--- src/csfr_pkg.sv ---
// package: constants for the processor status flag register
package csfr_pkg;
  // ==================================================
  // addresses (9-bit data space)
  localparam logic [8:0] CSFR_ADDR_LO = 9'h003;
  localparam logic [8:0] CSFR_ADDR_HI = 9'h083;
  localparam logic [6:0] CSFR_OFFSET  = 7'h03;
  // ==================================================
  // field positions
  localparam int CSFR_B_CARRY = 0;
  localparam int CSFR_B_NIB   = 1;
  localparam int CSFR_B_ZERO  = 2;
  localparam int CSFR_B_SLEEP = 3;
  localparam int CSFR_B_WDTO  = 4;
  localparam int CSFR_B_BSL   = 5;
  localparam int CSFR_B_BSH   = 6;
  localparam int CSFR_B_IBS   = 7;
  // ==================================================
  // reset value: banks 0, time-out and sleep flags set
  localparam logic [7:0] CSFR_RESET    = 8'h18;
  // bits that software may write directly
  localparam logic [7:0] CSFR_SW_MASK  = 8'hE7;
  // bits owned by the flag logic of arithmetic ops
  localparam logic [7:0] CSFR_ALU_MASK = 8'h07;
  // ==================================================
  // operation codes seen by the flag logic
  typedef enum logic [2:0] {
    CSFR_OP_NONE,
    CSFR_OP_ADD_REG,
    CSFR_OP_ADD_LIT,
    CSFR_OP_SUB_LIT,
    CSFR_OP_SUB_REG,
    CSFR_OP_LOGIC
  } csfr_op_t;
endpackage

--- src/csfr_status.sv ---
// processor status flag register with arithmetic flag logic
`timescale 1ns/100ps
module csfr_status
  import csfr_pkg::*;
(
  input  wire logic       i_clk_sys,
  input  wire logic       i_rst_b,
  input  wire logic       i_clk_en,
  input  wire logic [8:0] i_addr,
  input  wire logic       i_wr_en,
  input  wire logic [7:0] i_wr_data,
  input  wire csfr_op_t   i_op,
  input  wire logic [7:0] i_opnd_a,
  input  wire logic [7:0] i_opnd_b,
  input  wire logic       i_zero_upd,
  input  wire logic       i_zero_val,
  input  wire logic       i_kick_instr,
  input  wire logic       i_halt_instr,
  input  wire logic       i_wdt_timeout,
  output logic      [7:0] o_rd_data,
  output logic      [7:0] o_status,
  output logic      [1:0] o_direct_bank,
  output logic            o_indirect_bank,
  output logic      [7:0] o_alu_result
);
  // ==================================================
  // decode
  logic [7:0] status_ff;
  logic [7:0] nxt_status;
  logic [7:0] rd_data_ff;
  logic [1:0] dbank_ff;
  logic       ibank_ff;
  logic [7:0] result_ff;

  wire        hit     = (i_addr[6:0] == CSFR_OFFSET) && (i_addr[8] == 1'b0);
  wire        sw_wr   = i_wr_en && hit;
  wire        is_add  = (i_op == CSFR_OP_ADD_REG) || (i_op == CSFR_OP_ADD_LIT);
  wire        is_sub  = (i_op == CSFR_OP_SUB_REG) || (i_op == CSFR_OP_SUB_LIT);
  wire        arith   = is_add || is_sub;
  // subtract adds two's complement, so carry means no borrow
  wire [7:0]  opnd_b2 = is_sub ? ~i_opnd_b : i_opnd_b;
  wire        cin     = is_sub;
  // carry out of the low nibble
  wire [4:0]  nib_sum = {1'b0, i_opnd_a[3:0]} + {1'b0, opnd_b2[3:0]} + {4'h0, cin};
  wire [8:0]  full_sum = {1'b0, i_opnd_a} + {1'b0, opnd_b2} + {8'h00, cin};
  wire        zero_v  = arith ? (full_sum[7:0] == 8'h00) : i_zero_val;
  wire        zero_u  = arith || i_zero_upd;
  // own flag results mask software write of those bits
  wire [7:0]  wr_mask = CSFR_SW_MASK & ~(arith ? CSFR_ALU_MASK :
                        (zero_u ? 8'h04 : 8'h00));

  // ==================================================
  // next state
  always_comb begin
    nxt_status = status_ff;
    // hardware-only flags kept out of the write mask
    if (sw_wr) begin
      nxt_status = (status_ff & ~wr_mask) | (i_wr_data & wr_mask);
    end
    if (arith) begin
      nxt_status[CSFR_B_NIB]   = nib_sum[4];
      nxt_status[CSFR_B_CARRY] = full_sum[8];
    end
    if (zero_u) begin
      nxt_status[CSFR_B_ZERO] = zero_v;
    end
    // watchdog kick sets both reset-cause flags
    if (i_kick_instr) begin
      nxt_status[CSFR_B_SLEEP] = 1'b1;
      nxt_status[CSFR_B_WDTO]  = 1'b1;
    end
    // halt clears sleep flag, sets time-out flag
    if (i_halt_instr) begin
      nxt_status[CSFR_B_SLEEP] = 1'b0;
      nxt_status[CSFR_B_WDTO]  = 1'b1;
    end
    // watchdog event wins over the instructions
    if (i_wdt_timeout) begin
      nxt_status[CSFR_B_WDTO] = 1'b0;
    end
  end

  // ==================================================
  // registers
  // power-up value has sleep flag set
  always_ff @(posedge i_clk_sys or negedge i_rst_b) begin
    if (!i_rst_b) begin
      status_ff <= CSFR_RESET;
    end else if (i_clk_en) begin
      status_ff <= nxt_status;
    end
  end

  // bank selection loads the next-state bits, in step with the register
  always_ff @(posedge i_clk_sys or negedge i_rst_b) begin
    if (!i_rst_b) begin
      dbank_ff   <= 2'h0;
      ibank_ff   <= 1'b0;
      rd_data_ff <= 8'h00;
      result_ff  <= 8'h00;
    end else if (i_clk_en) begin
      dbank_ff   <= nxt_status[CSFR_B_BSH:CSFR_B_BSL];
      ibank_ff   <= nxt_status[CSFR_B_IBS];
      rd_data_ff <= hit ? status_ff : 8'h00;
      result_ff  <= arith ? full_sum[7:0] : result_ff;
    end
  end

  assign o_status        = status_ff;
  assign o_rd_data       = rd_data_ff;
  assign o_direct_bank   = dbank_ff;
  assign o_indirect_bank = ibank_ff;
  assign o_alu_result    = result_ff;

  // ==================================================
  // checks
  // mirror read
  mirror_read_a: assert property (@(posedge i_clk_sys) disable iff (!i_rst_b)
    i_clk_en && (i_addr == CSFR_ADDR_HI) |=> (o_rd_data == $past(status_ff)))
    else $error("mirror address read mismatch");

  base_read_a: assert property (@(posedge i_clk_sys) disable iff (!i_rst_b)
    i_clk_en && (i_addr == CSFR_ADDR_LO) |=> (o_rd_data == $past(status_ff)))
    else $error("base address read mismatch");

  decode_miss_a: assert property (@(posedge i_clk_sys) disable iff (!i_rst_b)
    i_clk_en && i_addr[8] |=> (o_rd_data == 8'h00))
    else $error("read data on a missed address");

  mirror_write_a: assert property (@(posedge i_clk_sys) disable iff (!i_rst_b)
    i_clk_en && i_wr_en && (i_addr == CSFR_ADDR_HI)
      |=> (status_ff[CSFR_B_BSL] == $past(i_wr_data[CSFR_B_BSL])))
    else $error("write through mirror address lost");

  kick_sets_a: assert property (@(posedge i_clk_sys) disable iff (!i_rst_b)
    i_clk_en && i_kick_instr && !i_halt_instr |=> status_ff[CSFR_B_SLEEP])
    else $error("kick did not set sleep flag");

  halt_clears_a: assert property (@(posedge i_clk_sys) disable iff (!i_rst_b)
    i_clk_en && i_halt_instr |=> !status_ff[CSFR_B_SLEEP])
    else $error("halt did not clear sleep flag");

  nib_add_a: assert property (@(posedge i_clk_sys) disable iff (!i_rst_b)
    i_clk_en && is_add |=> status_ff[CSFR_B_NIB] ==
      ($past(i_opnd_a[3:0]) + $past(i_opnd_b[3:0]) > 15))
    else $error("nibble overflow wrong on add");

  add_result_a: assert property (@(posedge i_clk_sys) disable iff (!i_rst_b)
    i_clk_en && is_add |=> (o_alu_result == $past(i_opnd_a) + $past(i_opnd_b)))
    else $error("add result wrong");

  sub_borrow_a: assert property (@(posedge i_clk_sys) disable iff (!i_rst_b)
    i_clk_en && is_sub |=> status_ff[CSFR_B_NIB] ==
      ($past(i_opnd_a[3:0]) >= $past(i_opnd_b[3:0])))
    else $error("digit borrow polarity wrong");

  carry_flag_a: assert property (@(posedge i_clk_sys) disable iff (!i_rst_b)
    i_clk_en && is_sub |=> status_ff[CSFR_B_CARRY] ==
      ($past(i_opnd_a) >= $past(i_opnd_b)))
    else $error("carry borrow wrong on subtract");

  add_carry_a: assert property (@(posedge i_clk_sys) disable iff (!i_rst_b)
    i_clk_en && is_add |=> status_ff[CSFR_B_CARRY] ==
      (({1'b0, $past(i_opnd_a)} + {1'b0, $past(i_opnd_b)}) > 9'h0FF))
    else $error("carry wrong on add");

  sub_result_a: assert property (@(posedge i_clk_sys) disable iff (!i_rst_b)
    i_clk_en && is_sub |=> (o_alu_result == $past(i_opnd_a) - $past(i_opnd_b)))
    else $error("subtract result wrong");

  bank_follow_a: assert property (@(posedge i_clk_sys) disable iff (!i_rst_b)
    i_clk_en && sw_wr |=> (o_direct_bank == $past(i_wr_data[CSFR_B_BSH:CSFR_B_BSL])) &&
      (o_indirect_bank == $past(i_wr_data[CSFR_B_IBS])))
    else $error("bank select out of step");

  bank_hold_a: assert property (@(posedge i_clk_sys) disable iff (!i_rst_b)
    i_clk_en && !sw_wr |=> $stable(o_direct_bank) && $stable(o_indirect_bank))
    else $error("bank select moved without a write");

  alu_guard_a: assert property (@(posedge i_clk_sys) disable iff (!i_rst_b)
    i_clk_en && sw_wr && arith |=> status_ff[CSFR_B_CARRY] == $past(full_sum[8]))
    else $error("software overwrote arithmetic flag");

  zero_guard_a: assert property (@(posedge i_clk_sys) disable iff (!i_rst_b)
    i_clk_en && sw_wr && i_zero_upd && !arith
      |=> status_ff[CSFR_B_ZERO] == $past(i_zero_val))
    else $error("software overwrote zero flag");

  sub_zero_a: assert property (@(posedge i_clk_sys) disable iff (!i_rst_b)
    i_clk_en && sw_wr && is_sub |=> status_ff[CSFR_B_ZERO] ==
      ($past(i_opnd_a) == $past(i_opnd_b)))
    else $error("zero flag wrong on subtract");

  hw_only_a: assert property (@(posedge i_clk_sys) disable iff (!i_rst_b)
    i_clk_en && !i_kick_instr && !i_halt_instr && !i_wdt_timeout
      |=> $stable(status_ff[4:3]))
    else $error("reset-cause flags changed by software");

  wdt_clear_a: assert property (@(posedge i_clk_sys) disable iff (!i_rst_b)
    i_clk_en && i_wdt_timeout |=> !status_ff[CSFR_B_WDTO])
    else $error("time-out event did not clear flag");
endmodule

--- config.mk ---
export PLATFORM = sky130hd
export DESIGN_NAME = csfr_status
export DESIGN_NICKNAME = d
export VERILOG_FILES = /design/src/csfr_pkg.sv /design/src/csfr_status.sv
export SDC_FILE = /design/constraint.sdc
export NUM_CORES = 1
export LEC_CHECK = 0
export BUFFER_PORTS_ARGS = -buffer_cell sky130_fd_sc_hd__buf_2
export CAP_MARGIN = 10
export CORE_MARGIN = 2
export CORE_UTILIZATION = 33
export CTS_CLUSTER_DIAMETER = 50
export CTS_CLUSTER_SIZE = 30
export DETAILED_ROUTE_END_ITERATION = 6
export MAX_ROUTING_LAYER = met4
export PLACE_DENSITY = 0.6
export SLEW_MARGIN = 20
export SYNTH_ARGS = -nofsm -noshare
export SYNTH_HDL_FRONTEND = slang
export SYNTH_SLANG_ARGS = --single-unit
--- constraint.sdc ---
create_clock -name i_clk_sys -period 1.2 [get_ports i_clk_sys]
set_clock_uncertainty 0.05 [all_clocks]
set_input_delay 0.06 -clock i_clk_sys [delete_from_list [all_inputs] [get_ports i_clk_sys]]
set_output_delay 0.06 -clock i_clk_sys [all_outputs]
set_load 0.01 [all_outputs]
==> load_flow_metrics.sql, run 1 <==
INSERT INTO impl_metrics (metric_group, metric, value, unit) VALUES
('run_status', 'outcome', 'finished, violations left', ''),
('run_status', 'failed_checks', 'setup timing', ''),
('clocking', 'clock_path_buffers', '2', ''),
('synth', 'post_synth_most_frequent_cells', '22 x dfrtp_1, 18 x nand2_1, 17 x o21ai_0', ''),
('die', 'initial_core_util', '0.347', ''),
('grt', 'grt-ovfl-total', '0', ''),
('sta', 'rsz_0062_raised_after_global_routing', 'yes', ''),
('grt', 'global_route.usage.total', '0.161', ''),
('detailed_routing', 'drcViolationCount', '0', ''),
('detailed_routing', 'drt_first_iter_violations', '62', ''),
('synth', 'synth_sequential_area_ratio', '0.397', ''),
('die', 'die_span_in_y', '71.9', 'microns'),
('synth', 'yosys_warnings', '0', ''),
('sta', 'post-route-period-util', '1.66', ''),
('placement', 'place_hpwl', '2930', 'microns'),
('pwr', 'leakage', '1.26', 'nW'),
('synth', 'synthMostInstantiatedCell', 'dfrtp_1', ''),
('detailed_routing', 'number_of_detailed_routing_iterations_run_before_antenna_repair', '4', ''),
('pwr', 'ir_drop', '0.000451', 'V'),
('clocking', 'cts_htree_levels', '1', ''),
('pwr', 'report.power.total', '2.77', 'mW'),
('synth', 'synth_top_cell_area_share', '0.362', ''),
('detailed_routing', 'antenna_violating_nets_post_route', '0', ''),
('sta', 'layout_setup_ws', '-790', 'ps'),
('job', 'maxCapViolCount', '0', ''),
('layout', 'synthToLayoutAreaGrowth', '66.2', '%'),
('sta', 'hold_viol', '0', ''),
('layout', 'stdcell_area', '2530', 'sq um'),
('layout', 'antenna-diode-count', '0', ''),
('die', 'coreArea', '4380', 'sq um'),
('placement', 'placedInstanceArea', '2150', 'sq um'),
('synth', 'postSynth.asyncResetShare', '1.00', ''),
('layout', 'final_layout_size_suffix_gt1_frac', '0.593', ''),
('grt', 'first_global_vias', '1537', ''),
('detailed_routing', 'dr_total_vias', '1477', ''),
('sta', 'max_freq', '0.502', 'GHz'),
('synth', 'synth_cell_type_count', '36', ''),
('grt', 'grt_first_pass_wirelength', '6560', 'microns'),
('pwr', 'pwr-share-comb', '0.451', ''),
('pwr', 'power.share.sequential', '0.376', ''),
('setup_path', 'worstPathMaxFanout', '5', ''),
('detailed_routing', 'post_dr_wirelength_cell', '12.5', 'microns'),
('clocking', 'numCtsBuffers', '3', ''),
('layout', 'fin_nets', '320', ''),
('sta', 'period_needed', '1990', 'ps'),
('setup_path', 'cpMaxStageDelayCell', 'o41ai_2', ''),
('synth', 'number_of_enable_flip_flop_cells_after_synthesis', '0', ''),
('setup_path', 'path_class', 'input pin to register', ''),
('synth', 'ys_ff_latch', '24', ''),
('sta', 'fin_tns_setup', '-7070', 'ps'),
('synth', 'syn-instance-count', '155', ''),
('die', 'die_footprint', '5170', 'sq um'),
('pwr', 'power.internal', '1.86', 'mW'),
('grt', 'largest_net_degree_at_the_start_of_global_routing', '25', ''),
('clocking', 'clkLatencyLatePin', '260', 'ps'),
('setup_path', 'worst-endpoint-required', '1310', 'ps'),
('pwr', 'switch_pwr', '905', 'uW'),
('sta', 'fin_hold_ws', '21.5', 'ps'),
('sta', 'setup_failing_eps_final', '21', ''),
('setup_path', 'setup.worst_path.end_class', 'register', ''),
('synth', 'dominantRegCellSynth', 'dfrtp_1', ''),
('clocking', 'ctsRootBufferMaster', 'clkbuf_8', ''),
('pwr', 'power.share.switching', '0.327', ''),
('sta', 'timing.slew.headroom', '0.641', ''),
('detailed_routing', 'totalWireLength', '3930', 'microns'),
('layout', 'fillerInstances', '384', ''),
('synth', 'synth_area_leader', 'dfrtp_1', ''),
('placement', 'io_buffer_count', '68', ''),
('die', 'num_io_pins', '72', ''),
('die', 'die_width', '71.9', 'microns'),
('synth', 'post_syn_nets', '211', '');
## worst paths after layout
| path | end | startpoint | slack (ps) |
|---|---|---|---|
| min | o_status[3] | i_kick_instr | 20 |
| min reg2reg | o_status[4] | o_status[4] | 430 |
| max in group asynchronous | o_status[3] | i_rst_b | 470 |
| min in group asynchronous | o_rd_data[4] | i_rst_b | 270 |
| max reg2reg | o_status[2] | o_status[2] | 20 |
| max | o_status[2] | i_op[1] | -790 |
## critical path, delay by kind of cell
| kind | cells | cell delay [ps] |
|---|---|---|
| buffers and inverters | 2 | 280 |
| adders and majority gates | 1 | 250 |
| and+or+nand+nor | 1 | 120 |
| AOI/OAI and AO/OA | 5 | 1130 |
| xor gates and xnor gates | 2 | 260 |
## cell type report
type                            count  area (sq um)  area share
Multi-Input combinational cell    112          1050       0.418
Timing Repair Buffer              111           713       0.282
Sequential cell                    24           603       0.239
Tap cell                           52          65.1      0.0258
Clock buffer                        4          45.0      0.0178
Inverter                           12          45.0      0.0178
## power groups by stage
| stage | sequential (mW) | clock, mW | combinational (mW) |
|---|---|---|---|
| 2_1_floorplan | 1.11 | 0 | 0.491 |
| 3_3_place_gp | 1.05 | 0 | 1.01 |
| 3_5_place_dp | 1.05 | 0 | 1.02 |
| 4_1_cts | 1.04 | 0.505 | 1.08 |
| 5_1_grt | 1.06 | 0.526 | 1.38 |
| 6_report | 1.04 | 0.477 | 1.25 |
## stage by stage
stage	setup slack (ps)	instances
after floorplan	-941	155
after global placement	-1020	298
after detailed placement	-1030	298
after CTS	-733	310
after global routing	-919	315
final	-790	315
## cell usage in the layout, fill, tap and decap left out, types with 2 or more instances in the layout
master,instances
dlygate4sd3_1,6
nand3_1,2
nor2_1,4
nand2_2,3
mux2_4,2
o21ai_0,4
nand2_1,14
ha_4,3
dfstp_2,2
nand3_4,2
a21oi_1,4
o211ai_1,3
buf_6,6
o21ai_1,10
buf_4,32
xnor2_2,7
nand2b_1,2
a31oi_1,2
mux2_2,5
clkbuf_8,3
o21ai_2,3
a221oi_2,2
buf_2,66
a21oi_2,4
inv_1,12
dfrtp_1,22
xnor2_1,5
ha_1,7
## flip-flops by register name, indices dropped and copies added (netlist names)
name / flops
o_status: 8
o_alu_result: 8
o_rd_data: 8
## cells by family (layout without fill, tap and decap cells)
family	after synthesis	in the layout	synth area share
multiplexers	7	7	0.0519
adder cells (fa/ha/maj)	11	11	0.0955
AND/OR/NAND/NOR	39	39	0.142
XOR/XNOR	15	15	0.0864
AO/OA/AOI/OAI	40	40	0.171
flip-flops	24	24	0.397
buffers and inverters	19	127	0.0560
## per-layer routing
| layer | wire (microns) | share of wire | vias to the layer above | global-route usage |
|---|---|---|---|---|
| met2 | 1910 | 0.49 | 54 | 0.275 |
| met3 | 244 | 0.062 | 2 | 0.0197 |
| met4 | 19 | 0.0048 | 0 | 0.0377 |
| li1 | - | - | 750 | - |
| met1 | 1760 | 0.45 | 671 | 0.203 |
| met5 | 0 | 0 | - | - |
## what timing repair did
item	4_1_cts	5_1_grt
hold buffers	6	0
buffers inserted	5	6
gates resized for setup	14	26
endpoints found under the hold margin	27	0
pin swaps	14	11
gates cloned	0	0
setup endpoints to repair	21	22
No activity file was read; power rests on OpenSTA's default activity.
==> run 2: changes to the inputs <==
==> constraint.sdc (replaced) <==
create_clock -name i_clk_sys -period 1.2 [get_ports i_clk_sys]
set_clock_uncertainty 0.05 [all_clocks]
set_input_delay 0.06 -clock i_clk_sys [delete_from_list [all_inputs] [get_ports i_clk_sys]]
set_output_delay 0.06 -clock i_clk_sys [all_outputs]
set_load 0.1 [all_outputs]
==> load_flow_metrics.sql, run 2 (synthesis gave the netlist of run 1 again) <==
INSERT INTO impl_metrics (metric_group, metric, value, unit) VALUES
('hold_path', 'start_point_of_the_worst_hold_path', 'i_kick_instr', ''),
('layout', 'fin_nets', '317', ''),
('run_status', 'outcome', 'finished, violations left', ''),
('setup_path', 'worstPathMaxFanout', '5', ''),
('sta', 'hold_viol', '0', ''),
('die', 'initial_core_util', '0.347', ''),
('sta', 'rsz_0062_raised_after_global_routing', 'yes', ''),
('setup_path', 'critical_path.startpoint', 'i_op[1]', ''),
('sta', 'max_freq', '0.503', 'GHz'),
('clocking', 'cts.sink_count', '24', ''),
('sta', 'layout_setup_ws', '-788', 'ps'),
('detailed_routing', 'drt_first_iter_violations', '25', ''),
('layout', 'synthToLayoutAreaGrowth', '96.0', '%'),
('layout', 'ff_latch_area', '612', 'sq um'),
('detailed_routing', 'drcViolationCount', '0', ''),
('hold_path', 'hold_class', 'input pin to register', ''),
('sta', 'post-route-period-util', '1.66', ''),
('layout', 'fin_cells', '312', ''),
('detailed_routing', 'dr_total_vias', '1537', ''),
('die', 'die_span_in_y', '71.9', 'microns'),
('grt', 'grt_antenna_before_repair', '0', ''),
('grt', 'first_global_vias', '1632', ''),
('clocking', 'clock_path_buffers', '2', ''),
('setup_path', 'path_class', 'input pin to register', ''),
('pwr', 'ir_drop', '0.00131', 'V'),
('sta', 'final_max_slew_viol_count', '0', ''),
('layout', 'final_layout_size_suffix_gt1_frac', '0.662', ''),
('grt', 'largest_net_degree_at_the_start_of_global_routing', '25', ''),
('grt', 'grt-ovfl-total', '0', ''),
('layout', 'layout.cells.most_common', 'buf_2', ''),
('sta', 'worst_slew_pin_slew', '545', 'ps'),
('setup_path', 'arrival', '2120', 'ps'),
('die', 'die_width', '71.9', 'microns'),
('run_status', 'failed_checks', 'setup timing', ''),
('placement', 'placer_s_final_routability_congestion_estimate', '0.825', ''),
('die', 'die_footprint', '5170', 'sq um'),
('setup_path', 'worst_path_buffer_plus_inverter_count', '2', ''),
('clocking', 'path_clk_slew', '90', 'ps'),
('placement', 'dp_worst_setup_slack', '-1020', 'ps'),
('placement', 'io_buffer_count', '68', ''),
('job', 'maxCapViolCount', '0', ''),
('layout', 'antenna-diode-count', '0', ''),
('placement', 'placedCellCount', '296', ''),
('sta', 'period_needed', '1990', 'ps'),
('clocking', 'ctsRootBufferMaster', 'clkbuf_8', ''),
('clocking', 'cts_htree_levels', '1', ''),
('setup_path', 'worst_path_dominant_cell_family', 'compound AO/OA/AOI/OAI gates', ''),
('die', 'coreArea', '4380', 'sq um'),
('sta', 'fin_hold_ws', '17.1', 'ps'),
('placement', 'placedInstanceArea', '2440', 'sq um'),
('setup_path', 'setup.worst_path.end_class', 'register', ''),
('sta', 'setup_failing_eps_final', '21', ''),
('setup_path', 'timing.critical_path.from_type', 'input pin', ''),
('sta', 'timing.slew.headroom', '0.637', ''),
('setup_path', 'critical_path_max_stage_delay', '270', 'ps'),
('layout', 'final_core_utilization', '0.680', ''),
('detailed_routing', 'number_of_detailed_routing_iterations_run_before_antenna_repair', '5', ''),
('pwr', 'cellPowerDensity', '1560', 'nW/um^2'),
('die', 'num_io_pins', '72', ''),
('placement', 'place_hpwl', '3180', 'microns'),
('clocking', 'clock_tree_from_tritoncts', 'built', ''),
('sta', 'fin_tns_setup', '-6800', 'ps'),
('detailed_routing', 'detail_route.vias_per_cell', '4.93', ''),
('clocking', 'clkLatencyLatePin', '270', 'ps'),
('pwr', 'leakage', '1.35', 'nW'),
('layout', 'area_occupied_by_multi_input_gates', '1180', 'sq um'),
('setup_path', 'worst_path_cell_trace', 'buf_6, nor2b_4, a22oi_2, buf_6, xnor2_4, ha_4, a21oi_4, o21ai_4, a21o_1, a21oi_2, xnor2_2, o41ai_2', ''),
('detailed_routing', 'antenna_violating_nets_post_route', '0', ''),
('pwr', 'report.power.total', '4.64', 'mW'),
('layout', 'layout_common_cells', '40 x buf_2, 30 x buf_4, 20 x buf_12', ''),
('setup_path', 'worst-endpoint-required', '1330', 'ps'),
('layout', 'stdcell_area', '2980', 'sq um'),
('clocking', 'numCtsBuffers', '3', ''),
('setup_path', 'cp_common_cell', 'buf_6', ''),
('grt', 'grt_first_pass_wirelength', '7010', 'microns'),
('grt', 'global_route.usage.total', '0.173', ''),
('die', 'std_cell_rows', '24', ''),
('setup_path', 'cpMaxStageDelayCell', 'o41ai_2', ''),
('detailed_routing', 'post_dr_wirelength_cell', '14.1', 'microns'),
('detailed_routing', 'totalWireLength', '4410', 'microns'),
('layout', 'fillerInstances', '318', ''),
('setup_path', 'r2r-start', 'o_status[2]', '');
==> run 2: cell types whose count changed in the layout (fill, tap and decap cells not counted), sizes merged <==
| cell | change |
|---|---|
| clkbuf | +4 |
| bufinv | +1 |
| buf | -8 |
==> run 2: worst paths after layout <==
kind	slack (ps)	cells past startpoint	to
setup / recovery	-790	12	o_status[2]
hold / removal	20	3	o_status[3]
setup reg to reg	-40	4	o_status[2]
hold reg to reg	460	2	o_rd_data[6]
max in group asynchronous	450	2	o_alu_result[0]
min in group asynchronous	250	2	o_rd_data[4]
==> run 2: report_power, final <==
| part | switching (mW) | leakage [nW] | internal (mW) |
|---|---|---|---|
| sequential | 0.175 | 0.303 | 0.956 |
| clock | 0.275 | 0.0357 | 0.447 |
| combinational | 1.62 | 1.01 | 1.17 |
| total | 2.07 | 1.35 | 2.57 |
==> run 2: cell type report <==
cell class | count | area share
Timing Repair Buffer | 108 | 0.336
Sequential cell | 24 | 0.205
Clock inverter | 1 | 0.0101
Multi-Input combinational cell | 112 | 0.398
Inverter | 12 | 0.0151
Clock buffer | 3 | 0.0139
Tap cell | 52 | 0.0218
==> run 2: worst min-delay path, cell delays in order <==
cell and delay, ps:
buf_2 110, a21oi_1 120, a21oi_1 50
==> run 2: metal layers <==
layer	track usage	part of all wire
met4	0.0440	0.015
met1	0.212	0.41
met2	0.302	0.53
met3	0.0211	0.049
met5	-	0
==> run 2: what timing repair did <==
action	4_1_cts	5_1_grt
hold buffers	6	0
pin swaps	10	22
endpoints found under the setup margin	22	28
gates resized for setup	17	45
setup buffers	4	6
endpoints found under the hold margin	27	0
